## src/core/tws_pkg.sv

```systemverilog
// Constants, register map and carrier types of the three-wire serial channel
package tws_pkg;

    // Register addresses on the processor port
    localparam logic [15:0] MODE_ADDR  = 16'hff68;
    localparam logic [15:0] CTRL_ADDR  = 16'hff69;
    localparam logic [15:0] COUNT_ADDR = 16'hff6c;
    localparam logic [15:0] SHIFT_ADDR = 16'hff6f;

    // Reset values and writable masks
    localparam logic [7:0] MODE_RESET = 8'h00;
    localparam logic [7:0] MODE_WMASK = 8'he3;
    localparam logic [7:0] CTRL_RESET = 8'h00;
    localparam logic [7:0] CTRL_WMASK = 8'h86;
    localparam logic [5:0] COUNT_RESET = 6'h00;

    // Field positions of the auto transfer control register
    localparam int CTRL_RE   = 7;
    localparam int CTRL_TRF  = 3;
    localparam int CTRL_STROBE_HANDSHAKE_ENABLE = 2;
    localparam int CTRL_BUSY = 1;

    // Clock source codes and timer clock select field
    localparam logic [1:0] CLK_TIMER2   = 2'h2;
    localparam int         TCL_SEL_LSB  = 4;

    // Frame length and strobe width
    localparam logic [2:0] LAST_BIT      = 3'h7;
    localparam logic [2:0] STROBE_CYCLES = 3'h3;

    // Mode register layout
    typedef struct packed {
        logic       en;
        logic       lsb_first;
        logic       auto_mode;
        logic [2:0] zero;
        logic [1:0] clk_src;
    } tws_mode_t;

    // Processor register request
    typedef struct packed {
        logic [15:0] addr;
        logic [7:0]  wdata;
        logic        wr;
        logic        rd;
    } tws_cpu_req_t;

endpackage : tws_pkg

```

## src/core/tws_prescaler.sv

```systemverilog
// Prescaled serial clock tick generator
`timescale 1ns/1ps
`default_nettype none
module tws_prescaler (
    // Clock and reset
    input  wire logic       clk_in,
    input  wire logic       nrst_in,
    // Control
    input  wire logic       run_in,
    input  wire logic [3:0] sel_in,
    // Tick
    output logic            tick_out
);
    import tws_pkg::*;

    logic [15:0] cnt;
    logic [15:0] next_cnt;
    logic        next_tick;
    logic [15:0] limit;

    // Period of 2^(sel+1) cycles, one tick per half serial clock
    always_comb begin
        limit     = (16'h0002 << sel_in) - 16'h0001;
        next_cnt  = cnt + 16'h0001;
        next_tick = 1'b0;
        if (!run_in) begin
            next_cnt = 16'h0000;
        end else if (cnt >= limit) begin
            next_cnt  = 16'h0000;
            next_tick = 1'b1;
        end
    end

    // Register the divider
    always_ff @(posedge clk_in) begin
        if (!nrst_in) begin
            cnt      <= 16'h0000;
            tick_out <= 1'b0;
        end else begin
            cnt      <= next_cnt;
            tick_out <= next_tick;
        end
    end

endmodule : tws_prescaler
`default_nettype wire

```

## src/core/tws_channel.sv

```systemverilog
// Three-wire serial channel with plain and automatic transfer modes
`timescale 1ns/1ps
`default_nettype none
module tws_channel (
    // Clock and reset
    input  wire logic                  clk_in,
    input  wire logic                  nrst_in,
    // Processor register port
    input  wire tws_pkg::tws_cpu_req_t cpu_req_in,
    output logic [7:0]                 cpu_rdata_out,
    // Clock sources
    input  wire logic                  timer2_tick_in,
    input  wire logic [7:0]            timer_clock_select3_in,
    // Serial pins
    input  wire logic                  serial_clock_pin_in,
    output logic                       serial_clock_pin_out,
    output logic                       serial_clock_pin_oe_out,
    output logic                       serial_out_pin_out,
    output logic                       serial_out_pin_oe_out,
    input  wire logic                  serial_in_pin_in,
    output logic                       serial_in_claimed_out,
    // Handshake lines
    output logic                       strobe_line_out,
    input  wire logic                  busy_line_in,
    // Buffer RAM port
    output logic [5:0]                 ram_addr_out,
    output logic                       ram_rd_out,
    input  wire logic [7:0]            ram_rdata_in,
    output logic                       ram_wr_out,
    output logic [7:0]                 ram_wdata_out,
    // Transfer complete: end of a plain frame or of a whole automatic run
    output logic                       transfer_done_irq_flag_out
);
    import tws_pkg::*;

    typedef enum logic [2:0] {
        ST_IDLE, ST_FETCH, ST_LOAD, ST_SHIFT, ST_STROBE
    } tws_state_t;

    // Bus path bit reversal for LSB-first order
    function automatic logic [7:0] tws_order(input logic [7:0] d,
                                             input logic       lsb);
        logic [7:0] r;
        r = d;
        if (lsb) begin
            for (int i = 0; i < 8; i++) begin
                r[i] = d[7 - i];
            end
        end
        return r;
    endfunction : tws_order

    tws_mode_t  mode, next_mode;
    tws_state_t state, next_state;
    logic [7:0] ctrl, next_ctrl;
    logic [5:0] count, next_count;
    logic [7:0] sr, next_sr;
    logic       so_latch, next_so_latch;
    logic       sck_int, next_sck_int;
    logic [2:0] bitcnt, next_bitcnt;
    logic [5:0] byte_idx, next_byte_idx;
    logic [2:0] stb_cnt, next_stb_cnt;
    logic       trf, next_trf;
    logic [7:0] rdata, next_rdata;
    logic       sck_oe, so_oe, si_claim, strobe, done;
    logic       next_sck_oe, next_so_oe, next_si_claim;
    logic       next_strobe, next_done;
    logic       ram_rd, ram_wr, next_ram_rd, next_ram_wr;
    logic [7:0] ram_wdata, next_ram_wdata;

    // Pin synchronisers; the third clock stage only feeds edge detection
    logic sck_s1, sck_s2, sck_s3, si_s1, si_s2, busy_s1, busy_s2;
    always_ff @(posedge clk_in) begin
        if (!nrst_in) begin
            sck_s1  <= 1'b1;
            sck_s2  <= 1'b1;
            sck_s3  <= 1'b1;
            si_s1   <= 1'b0;
            si_s2   <= 1'b0;
            busy_s1 <= 1'b0;
            busy_s2 <= 1'b0;
        end else begin
            sck_s1  <= serial_clock_pin_in;
            sck_s2  <= sck_s1;
            sck_s3  <= sck_s2;
            si_s1   <= serial_in_pin_in;
            si_s2   <= si_s1;
            busy_s1 <= busy_line_in;
            busy_s2 <= busy_s1;
        end
    end

    // Prescaled clock source runs only when selected
    logic div_tick;
    tws_prescaler u_prescaler (
        .clk_in   (clk_in),
        .nrst_in  (nrst_in),
        .run_in   (mode.en && mode.clk_src == CLK_TIMER2 + 2'h1),
        .sel_in   (timer_clock_select3_in[TCL_SEL_LSB +: 4]),
        .tick_out (div_tick)
    );

    // Serial clock edge events per source
    logic internal, tick, fall_ev, rise_ev;
    logic wr_mode, wr_ctrl, wr_count, wr_sr, start;
    logic busy_en, strobe_handshake_enable_en;
    always_comb begin
        internal = mode.clk_src[1];
        tick     = (mode.clk_src == CLK_TIMER2) ? timer2_tick_in : div_tick;
        fall_ev  = internal ? (tick && sck_int) : (sck_s3 && !sck_s2);
        rise_ev  = internal ? (tick && !sck_int) : (!sck_s3 && sck_s2);
        wr_mode  = cpu_req_in.wr && cpu_req_in.addr == MODE_ADDR;
        wr_ctrl  = cpu_req_in.wr && cpu_req_in.addr == CTRL_ADDR;
        wr_count = cpu_req_in.wr && cpu_req_in.addr == COUNT_ADDR;
        wr_sr    = cpu_req_in.wr && cpu_req_in.addr == SHIFT_ADDR;
        // Only an idle channel with its clock line high may start
        start    = wr_sr && mode.en && state == ST_IDLE
                   && (internal || sck_s2);
        // Handshakes are meaningless on an external clock
        busy_en  = ctrl[CTRL_BUSY] && internal;
        strobe_handshake_enable_en  = ctrl[CTRL_STROBE_HANDSHAKE_ENABLE] && internal;
    end

    // Next state of registers, shifter and sequencer
    always_comb begin
        next_mode      = mode;
        next_ctrl      = ctrl;
        next_count     = count;
        next_sr        = sr;
        next_so_latch  = so_latch;
        next_sck_int   = sck_int;
        next_bitcnt    = bitcnt;
        next_byte_idx  = byte_idx;
        next_stb_cnt   = stb_cnt;
        next_trf       = trf;
        next_state     = state;
        next_strobe    = 1'b0;
        next_done      = 1'b0;
        next_ram_rd    = 1'b0;
        next_ram_wr    = 1'b0;
        next_ram_wdata = ram_wdata;
        if (wr_mode) begin
            next_mode = tws_mode_t'(cpu_req_in.wdata & MODE_WMASK);
        end
        if (wr_ctrl) begin
            next_ctrl = cpu_req_in.wdata & CTRL_WMASK;
        end
        if (wr_count) begin
            next_count = cpu_req_in.wdata[5:0];
        end
        // Writes land only while idle; order fixed at write time
        if (wr_sr && state == ST_IDLE) begin
            next_sr = tws_order(cpu_req_in.wdata, mode.lsb_first);
        end
        case (state)
            ST_IDLE: begin
                next_sck_int = 1'b1;
                next_bitcnt  = 3'h0;
                if (start && mode.auto_mode) begin
                    next_byte_idx = 6'h00;
                    next_trf      = 1'b1;
                    next_ram_rd   = 1'b1;
                    next_state    = ST_LOAD;
                end else if (start) begin
                    next_so_latch = 1'b0;
                    next_state    = ST_SHIFT;
                end
            end
            ST_FETCH: begin
                next_ram_rd = 1'b1;
                next_state  = ST_LOAD;
            end
            ST_LOAD: begin
                next_sr       = tws_order(ram_rdata_in, mode.lsb_first);
                next_so_latch = 1'b0;
                // Hold off the next byte while the peripheral is busy
                if (!(busy_en && busy_s2)) begin
                    next_state = ST_SHIFT;
                end
            end
            ST_SHIFT: begin
                if (fall_ev) begin
                    next_sck_int  = 1'b0;
                    next_so_latch = sr[7];
                    next_sr       = {sr[6:0], sr[0]};
                end
                if (rise_ev) begin
                    next_sck_int = 1'b1;
                    next_sr[0]   = si_s2;
                    next_bitcnt  = bitcnt + 3'h1;
                    if (bitcnt == LAST_BIT) begin
                        next_state = mode.auto_mode ? ST_STROBE : ST_IDLE;
                        next_done  = !mode.auto_mode;
                    end
                end
            end
            ST_STROBE: begin
                next_ram_wdata = tws_order(sr, mode.lsb_first);
                next_ram_wr    = ctrl[CTRL_RE] && stb_cnt == 3'h0;
                next_strobe    = strobe_handshake_enable_en && stb_cnt != STROBE_CYCLES;
                next_stb_cnt   = stb_cnt + 3'h1;
                if (stb_cnt == STROBE_CYCLES) begin
                    next_stb_cnt = 3'h0;
                    next_strobe  = 1'b0;
                    if (byte_idx == count) begin
                        next_trf   = 1'b0;
                        next_done  = 1'b1;
                        next_state = ST_IDLE;
                    end else begin
                        next_byte_idx = byte_idx + 6'h01;
                        next_state    = ST_FETCH;
                    end
                end
            end
            default: next_state = ST_IDLE;
        endcase
        // Disabled channel: shifter stopped and counter cleared
        if (!mode.en) begin
            next_state   = ST_IDLE;
            next_bitcnt  = 3'h0;
            next_sck_int = 1'b1;
            next_trf     = 1'b0;
            next_stb_cnt = 3'h0;
            next_strobe  = 1'b0;
        end
    end

    // Pin roles and register read data
    always_comb begin
        next_so_oe    = next_mode.en;
        next_sck_oe   = next_mode.en && next_mode.clk_src[1];
        next_si_claim = next_mode.en
                        && (next_ctrl[CTRL_RE] || !next_mode.auto_mode);
        next_rdata    = rdata;
        if (cpu_req_in.rd) begin
            case (cpu_req_in.addr)
                MODE_ADDR:  next_rdata = mode;
                CTRL_ADDR:  next_rdata = ctrl | ({7'h00, trf} << CTRL_TRF);
                COUNT_ADDR: next_rdata = {2'h0, count};
                SHIFT_ADDR: next_rdata = tws_order(sr, mode.lsb_first);
                default:    next_rdata = 8'h00;
            endcase
        end
    end

    // Register all state
    always_ff @(posedge clk_in) begin
        if (!nrst_in) begin
            mode      <= tws_mode_t'(MODE_RESET);
            ctrl      <= CTRL_RESET;
            count     <= COUNT_RESET;
            sr        <= 8'h00;
            so_latch  <= 1'b0;
            sck_int   <= 1'b1;
            bitcnt    <= 3'h0;
            byte_idx  <= 6'h00;
            stb_cnt   <= 3'h0;
            trf       <= 1'b0;
            state     <= ST_IDLE;
            rdata     <= 8'h00;
            sck_oe    <= 1'b0;
            so_oe     <= 1'b0;
            si_claim  <= 1'b0;
            strobe    <= 1'b0;
            done      <= 1'b0;
            ram_rd    <= 1'b0;
            ram_wr    <= 1'b0;
            ram_wdata <= 8'h00;
        end else begin
            mode      <= next_mode;
            ctrl      <= next_ctrl;
            count     <= next_count;
            sr        <= next_sr;
            so_latch  <= next_so_latch;
            sck_int   <= next_sck_int;
            bitcnt    <= next_bitcnt;
            byte_idx  <= next_byte_idx;
            stb_cnt   <= next_stb_cnt;
            trf       <= next_trf;
            state     <= next_state;
            rdata     <= next_rdata;
            sck_oe    <= next_sck_oe;
            so_oe     <= next_so_oe;
            si_claim  <= next_si_claim;
            strobe    <= next_strobe;
            done      <= next_done;
            ram_rd    <= next_ram_rd;
            ram_wr    <= next_ram_wr;
            ram_wdata <= next_ram_wdata;
        end
    end

    // Outputs straight from flip-flops
    assign cpu_rdata_out              = rdata;
    assign serial_clock_pin_out       = sck_int;
    assign serial_clock_pin_oe_out    = sck_oe;
    assign serial_out_pin_out         = so_latch;
    assign serial_out_pin_oe_out      = so_oe;
    assign serial_in_claimed_out      = si_claim;
    assign strobe_line_out            = strobe;
    assign ram_addr_out               = byte_idx;
    assign ram_rd_out                 = ram_rd;
    assign ram_wr_out                 = ram_wr;
    assign ram_wdata_out              = ram_wdata;
    assign transfer_done_irq_flag_out = done;

    // Checks on the guarded behaviour
    a_mode_reset_zero: assert property (@(posedge clk_in)
        !nrst_in |=> mode == tws_mode_t'(MODE_RESET) && mode.zero == 3'h0)
        else $error("mode register not cleared");
    a_stop_mode_idle: assert property (@(posedge clk_in)
        disable iff (!nrst_in) !mode.en |=> state == ST_IDLE && bitcnt == 3'h0)
        else $error("disabled channel still shifting");
    a_late_enable_nostart: assert property (@(posedge clk_in)
        disable iff (!nrst_in)
        wr_sr && !mode.en && state == ST_IDLE |=> state == ST_IDLE)
        else $error("transfer started while disabled");
    a_write_drives_low: assert property (@(posedge clk_in)
        disable iff (!nrst_in) start && !mode.auto_mode
        |=> !serial_out_pin_out && state == ST_SHIFT)
        else $error("output not low after shift write");
    a_fall_shifts_out: assert property (@(posedge clk_in)
        disable iff (!nrst_in) state == ST_SHIFT && fall_ev && mode.en
        |=> so_latch == $past(sr[7]) && sr[7:1] == $past(sr[6:0]))
        else $error("falling edge did not shift");
    a_rise_samples_in: assert property (@(posedge clk_in)
        disable iff (!nrst_in) state == ST_SHIFT && rise_ev && mode.en
        |=> sr[0] == $past(si_s2))
        else $error("rising edge did not sample input");
    a_eighth_bit_done: assert property (@(posedge clk_in)
        disable iff (!nrst_in) state == ST_SHIFT && rise_ev && mode.en
        && bitcnt == LAST_BIT && !mode.auto_mode
        |=> transfer_done_irq_flag_out && state == ST_IDLE ##1 !done)
        else $error("frame end not flagged");
    a_idle_clock_high: assert property (@(posedge clk_in)
        disable iff (!nrst_in) state == ST_IDLE && mode.en && internal
        |-> serial_clock_pin_out)
        else $error("internal clock not idling high");
    a_busy_holds_load: assert property (@(posedge clk_in)
        disable iff (!nrst_in) state == ST_LOAD && busy_en && busy_s2
        && mode.en |=> state == ST_LOAD)
        else $error("byte started while busy");
    a_clock_pin_role: assert property (@(posedge clk_in)
        disable iff (!nrst_in) mode.en ##1 mode.en
        |-> serial_out_pin_oe_out && serial_clock_pin_oe_out == internal)
        else $error("pin direction wrong while enabled");

endmodule : tws_channel
`default_nettype wire

```

## config.mk

```make
export PLATFORM = sky130hd
export DESIGN_NAME = tws_channel
export DESIGN_NICKNAME = d
export VERILOG_FILES = /design/src/core/tws_pkg.sv /design/src/core/tws_prescaler.sv /design/src/core/tws_channel.sv
export SDC_FILE = /design/constraint.sdc
export NUM_CORES = 1
export LEC_CHECK = 0
export ABC_AREA = 1
export BUFFER_PORTS_ARGS = -buffer_cell sky130_fd_sc_hd__buf_2
export CAP_MARGIN = 20
export CORE_ASPECT_RATIO = 0.7
export CORE_MARGIN = 2
export CORE_UTILIZATION = 30
export CTS_CLUSTER_DIAMETER = 200
export CTS_CLUSTER_SIZE = 10
export DETAILED_ROUTE_END_ITERATION = 12
export SYNTH_ARGS = -nofsm -noshare
export SYNTH_HDL_FRONTEND = slang
export SYNTH_HIERARCHICAL = 1
export SYNTH_SLANG_ARGS = --single-unit
```

## constraint.sdc

```tcl
create_clock -name clk_in -period 7.4 [get_ports clk_in]
set_input_delay 0.74 -clock clk_in [delete_from_list [all_inputs] [get_ports clk_in]]
set_output_delay 0.74 -clock clk_in [all_outputs]
set_load 0.02 [all_outputs]
```

==> results by group, run 1 <==
STA
  – Final Hold Vio Count: 0
  – Setup repair after global routing missed its margin: false
  – Min cycle time layout: 3.17 ns
  – Final worst slack: between 4 and 5 ns
  – TNS Setup: 0 ns
  – Worst rel slew slack: about two fifths
  – Clock Skew: about 0.0088 ns
  – Final setup vio count: 0
  – Worst-Margin Slew: 0.923 ns
  – Fmax: 316 MHz
  – Count of pins over their slew limit: 0
  – Fin crit share: between 40% and 50%

Power and ir drop
  – Comb pwr share: under 10%
  – Tot Pwr: approximately 950 uW
  – Net Sw Frac: 23.9%
  – Power Internal: approximately 720 uW
  – Reg power frac: between 40% and 50%
  – Pwr/cell area: ~160 nW/um2
  – Clock share of power: between 40 and 50%
  – P_leak: 2.44 nW
  – Switching Power: 227 uW
  – Peak supply drop: between 0.08 and 0.09 mV

Synth
  – Post-Synthesis Cells: ~720
  – Seq/Total Area, Yosys: between 30% and 40%
  – Syn nets: approximately 790
  – Synth Flop Type: dfxtp_1
  – Avg Synthesized Cell Area: between 6 and 7 um2
  – Mapped cell area: a little under 5000 um2
  – Share of synthesized flip-flops with an asynchronous set or reset: 0%
  – Number of synthesis warnings: 6
  – Number of enable flip-flop cells after synthesis: 0
  – Count of cell types in the netlist: 36
  – FF+latch count, synth: 86

Worst setup path
  – CP dominant cell by count: nor2_1
  – Critical path required time: roughly 7.7 ns
  – Delay-heaviest family, CP: simple AND/OR/NAND/NOR gates
  – WP data arrival: roughly 3.4 ns
  – Reg2Reg Setup Slack: ~5 ns
  – Worst-path maximum fanout: 16
  – WP buf/inv: 3
  – Slowest cell on crit path: nand3_2
  – WS Path Type: in -> reg
  – Slowest stage delay, CP: around 0.36 ns
  – Nature of the critical path startpoint: input port
  – Setup crit end kind: flop
  – CP Cell Sequence: buf_2 -> nor2_1 -> nand2_1 -> nor2_1 -> inv_1 -> ha_1 -> o21ai_0 -> xor2_1 -> inv_1 -> ha_1 -> a21oi_1 -> o21ai_0 -> nor2_1 -> nand3_2 -> nor2_1

Global routing
  – First-pass GRT wire length: approximately 22 mm
  – Initial antenna violation count: 0
  – Number of global-route vias before repair: 4280
  – Largest net degree at the start of global routing: 33
  – Total GRT Usage: between 10% and 20%
  – Grt total ovfl: 0

Clock network
  – CTS tree: done
  – Root Driver: clkbuf_16
  – Setup bufs post-CTS: 0
  – Reg clk slew, reported paths: roughly 0.06 ns
  – CTS Hold Bufs: 0
  – Post_cts resized: 0
  – Worst skew pair latency: approximately 0.34 ns
  – Max Buffers Root-to-Sink: 2
  – H-Tree Level Count: 3
  – Cts bufs inserted: 9
  – CTS Sinks: 86

Floorplan
  – Die H: 111 um
  – Die area: 17600 um2
  – # rows: 39
  – Initial Util: between 30% and 40%
  – Ports: 79
  – Core ar.: around 16000 um2
  – Die width: between 150 and 200 um

Drt
  – Drt pass-1 iters: 4
  – WL/cell: roughly 14 um
  – Vias: between 4000 and 5000
  – M1 WL: just over 7 mm
  – Met2 WL: between 5 and 6 mm
  – Max layer used: met4
  – DR vias/cell: around 4.7
  – Initial drt markers: between 300 and 400
  – Routed wl met3: ~1.2 mm
  – Final ANT Viol Nets: 0
  – DRC Markers: 0
  – Total Wirelength: about 14 mm

Placed design
  – DP Worst Slack: 3.86 ns
  – Port bufs: 74
  – HPWL after DPL: 10.6 mm
  – RD Place Congestion: approximately 0.9

Layout
  – Antenna diode count: 0
  – Share of layout cells above drive strength 1: roughly 17%
  – Area grow syn2layout: 17.5%
  – Commonest non-fill, non-tap cell in the layout: nand2_1
  – Final #Nets: 856
  – Final Util: 35.8%
  – Most frequent cells in the layout: nand2_1, nor2_1, dfxtp_1

Min path
  – HP Class: reg -> reg

Job
  – Max Cap Viol: 0

Status
  – Status: complete, no violations
==> routing by layer <==
metal	up-vias	global-route usage, %
li1	2468	-
met1	2093	24.3
met2	167	21.4
met3	9	5.33
met4	0	3.21
met5	-	0
==> through the flow <==
| step | cells | hold slack, ns | cell area, um2 |
|---|---|---|---|
| after global routing | 1015 | 0.430 | 5810 |
| after CTS | 1014 | 0.419 | 5780 |
| after detailed placement | 999 | 0.403 | 5510 |
| after global placement | 999 | 0.394 | 5510 |
| after floorplan | 717 | 0.390 | 4950 |
| final | 1015 | 0.415 | 5810 |
==> registers in the layout, indices dropped and copies added, names as in the netlist, 3 cells and up <==
signal,count
state,3
cpu_rdata_out,8
ram_addr_out,6
mode,3
u_prescaler/cnt,16
sr,8
stb_cnt,3
ram_wdata_out,8
count,6
bitcnt,3
ctrl,3
==> cell families (layout without fill, tap and decap cells) <==
logic type | Yosys count | count (layout) | share of synthesized area (%)
flip-flops | 86 | 86 | 34.8
AND/OR/NAND/NOR | 344 | 344 | 31.4
buffers and inverters | 103 | 176 | 8.42
adder cells (fa/ha/maj) | 22 | 22 | 5.56
XOR/XNOR | 25 | 25 | 4.43
multiplexers | 2 | 2 | 0.405
AO/OA/AOI/OAI | 135 | 135 | 15.0
==> layout make-up <==
cell class	instances	area [um2]
clock buffer	10	239
clock inverter	5	36.3
fill	1798	10400
inverter	85	319
multi-input combinational	528	2810
sequential	86	1720
tap	225	282
timing repair buffer	76	405
==> worst paths after layout <==
path	from	end	cells after the start
hold reg to reg	sck_s1	sck_s2	1
setup / recovery	timer_clock_select3_in[5]	u_prescaler/cnt[15]	15
hold / removal	sck_s1	sck_s2	1
setup reg to reg	state[2]	bitcnt[1]	8
==> cell usage after synthesis (4+ instances only) <==
master / count / area share (%)
nand2_1: 163 / 12
nor2_1: 88 / 6.7
dfxtp_1: 86 / 35
inv_1: 77 / 5.8
a21oi_1: 52 / 5.3
o21ai_0: 51 / 5.2
nand3_1: 38 / 3.8
ha_1: 22 / 5.6
xor2_1: 16 / 2.8
nand4_1: 14 / 1.8
o211ai_1: 12 / 1.8
clkbuf_1: 11 / 0.83
nand2_2: 9 / 1.1
nor3_1: 9 / 0.91
xnor2_1: 9 / 1.6
inv_2: 8 / 0.61
o21ai_1: 8 / 0.81
nor2_4: 6 / 1.4
a31oi_1: 5 / 0.63
nand3_2: 4 / 0.81
==> power groups by stage <==
stage	sequential [mW]	combinational, mW	clock [mW]
after floorplan	0.475	0.0319	0
after global placement	0.475	0.0564	0
after detailed placement	0.475	0.0570	0
after CTS	0.465	0.0574	0.432
after global routing	0.465	0.0673	0.454
final	0.465	0.0591	0.424
Note: power is estimated with default switching activity, not from simulation.
==> inputs of run 2 (changes only) <==
clock period = 2.8 ns   (was 7.4 ns; I/O delays follow)
==> run 2 against run 1 <==
Register-to-register slack got worse by 4.3 ns. Critical path depth increased by 1. Clock-buffer cell count increased by 2. Combinational power increased to 2.7 times the previous value. Sequential share of layout area decreased by 0.35 points.
==> results by group, run 2 (same netlist as run 1, synthesis figures left out) <==
Status
  – Status: complete, no violations

Drt
  – WL/cell: 13.7 um (+1.1%)
  – Initial drt markers: 428 (+26%)
  – DR vias/cell: 4.67 (about the same)
  – Final ANT Viol Nets: 0 (unchanged)
  – Vias: 4782 (+0.95%)
  – Drt pass-1 iters: 5 (+1)
  – DRC Markers: 0 (unchanged)
  – Total Wirelength: 14.0 mm (+2.1%)

Global routing
  – Grt total ovfl: 0 (unchanged)
  – Initial antenna violation count: 0 (unchanged)
  – Number of global-route vias before repair: 4318 (+0.89%)
  – First-pass GRT wire length: 22.2 mm (+0.91%)
  – Total GRT Usage: 16.1% (+0.21 points)
  – Largest net degree at the start of global routing: 33 (unchanged)

Worst setup path
  – Setup crit end kind: flop
  – Levels on crit path: 16 (+1)
  – Cells on worst reg2reg path: 6 (-2)
  – WP data arrival: 2.65 ns (-0.78 ns)
  – Critical path required time: 3.08 ns (-4.58 ns)
  – CP dominant cell by count: nor2_1
  – Nature of the critical path startpoint: input port
  – Slowest cell on crit path: ha_1
  – WS Path Type: in -> reg
  – CP Cell Sequence: buf_2 -> nor2_1 -> inv_2 -> nor2_4 -> nand2_1 -> ha_1 -> o21ai_0 -> xor2_1 -> inv_1 -> ha_1 -> a21oi_1 -> o21ai_0 -> nor2_1 -> nand3_2 -> buf_12 -> nor2_1
  – Slowest stage delay, CP: 0.30 ns (-0.06 ns)
  – WP buf/inv: 4 (+1)
  – Delay-heaviest family, CP: simple AND/OR/NAND/NOR gates
  – Worst-path maximum fanout: 16 (unchanged)

STA
  – Clock Skew: 0.00938 ns (+0.000555 ns)
  – Final setup vio count: 0 (unchanged)
  – Worst-Margin Slew: 0.611 ns (-0.311 ns)
  – Min cycle time layout: about 2.4 ns
  – Fmax: 423 MHz
  – Fin crit share: a little over four fifths
  – Setup repair after global routing missed its margin: false
  – Final worst slack: 0.438 ns (-3.80 ns)
  – TNS Setup: 0 ns (unchanged)
  – Count of pins over their slew limit: 0 (unchanged)
  – Final Hold Vio Count: 0 (unchanged)
  – Worst rel slew slack: 58.8% (+21 points)

Floorplan
  – Ports: 79 (unchanged)
  – Initial Util: 30.4% (unchanged)
  – Die width: 157 um (unchanged)
  – # rows: 39 (unchanged)
  – Core ar.: 16200 um2 (unchanged)
  – Die area: 17600 um2 (unchanged)
  – Die H: 111 um (unchanged)

Clock network
  – CTS tree: done
  – CTS Hold Bufs: 0 (unchanged)
  – H-Tree Level Count: 3 (unchanged)
  – Setup bufs post-CTS: 0 (unchanged)
  – Max Buffers Root-to-Sink: 2 (unchanged)
  – Root Driver: clkbuf_16
  – Reg clk slew, reported paths: 0.07 ns (about the same)
  – Cts bufs inserted: 9 (unchanged)
  – Worst skew pair latency: 0.35 ns (about the same)
  – Post_cts resized: 0 (unchanged)
  – CTS Sinks: 86 (unchanged)

Placed design
  – Port bufs: 74 (unchanged)
  – Cell Area, Placed: 5600 um2 (+1.6%)
  – RD Place Congestion: 0.879 (-2.0%)
  – HPWL after DPL: 10.9 mm (+2.7%)
  – DP Worst Slack: 0.106 ns (-3.75 ns)

Layout
  – Area grow syn2layout: 18.9%
  – Most frequent cells in the layout: nand2_1, nor2_1, dfxtp_1
  – Max reg flops: 16 (unchanged)
  – Antenna diode count: 0 (unchanged)
  – Design area: 5880 um2 (+1.2%)
  – Commonest non-fill, non-tap cell in the layout: nand2_1
  – Reg with most FFs: u_prescaler/cnt
  – Final #Nets: 865 (+1.1%)
  – Share of layout cells above drive strength 1: 17.5% (+0.66 points)

Min path
  – Hold Crit Depth: 3 (+2)
  – HP Class: in -> reg

Job
  – Max Cap Viol: 0 (unchanged)

Power and ir drop
  – P_leak: 2.49 nW (+2.2%)
  – Pwr/cell area: 436 nW/um2 (+170%)
  – Peak supply drop: 0.222 mV (+160%)
run 2: changes by cell type in the layout (fill, tap and decap cells not counted):
cell | before | now
buf_16 | 1 | 0
bufinv_16 | 0 | 1
clkinv_4 | 1 | 0
clkinvlp_4 | 3 | 1
clkbuf_8 | 1 | 0
buf_4 | 1 | 10
buf_12 | 0 | 1
clkinv_2 | 1 | 2
clkbuf_1 | 0 | 3
run 2: layout make-up:
| type | instances | area [um2] |
|---|---|---|
| clock buffers | 12 | 236 |
| clock inverters | 4 | 47.5 |
| fillers | 1755 | 10400 |
| inverters | 85 | 319 |
| multi-input cells | 528 | 2810 |
| flip-flops and latches | 86 | 1720 |
| well taps | 225 | 282 |
| repair buffers | 85 | 465 |
run 2: per-layer routing:
layer / share of wire, % / up-vias / track usage, %
li1: - / 2497 / -
met3: 8.4 / 11 / 5.18
met1: 53 / 2123 / 24.7
met4: 0.88 / 0 / 3.94
met5: 0 / - / 0
met2: 38 / 151 / 21.5
run 2: report_power, final:
group	switching, mW	internal (mW)	total [mW]	leakage [nW]
Clock	0.488	0.689	1.18	0.137
Sequential	0.00130	1.23	1.23	0.694
Combinational	0.0992	0.0591	0.158	1.66
Total	0.588	1.98	2.56	2.49
run 2: stage by stage:
stage	hold WS (ns)	power [mW]	std cells	utilization (%)
finish	0.115	2.56	1025	36.2
global route	0.123	2.65	1025	36.2
CTS	0.111	2.58	1025	36.2
detailed placement	0.397	1.41	1009	34.4
global placement	0.394	1.41	1009	34.4
floorplan	0.378	1.34	717	-
run 2: worst min-delay path, delay by kind of cell:
family / cells / cell delay (ns)
buf+inv: 2 / 0.12
simple gates: 1 / 0.04
run 2: final timing paths:
check,endpoint,start,slack (ns)
setup / recovery,u_prescaler/cnt[1],timer_clock_select3_in[6],0.44
hold / removal,si_s1,serial_in_pin_in,0.11
hold reg to reg,si_s2,si_s1,0.41
setup reg to reg,cpu_rdata_out[5],mode[6],0.81
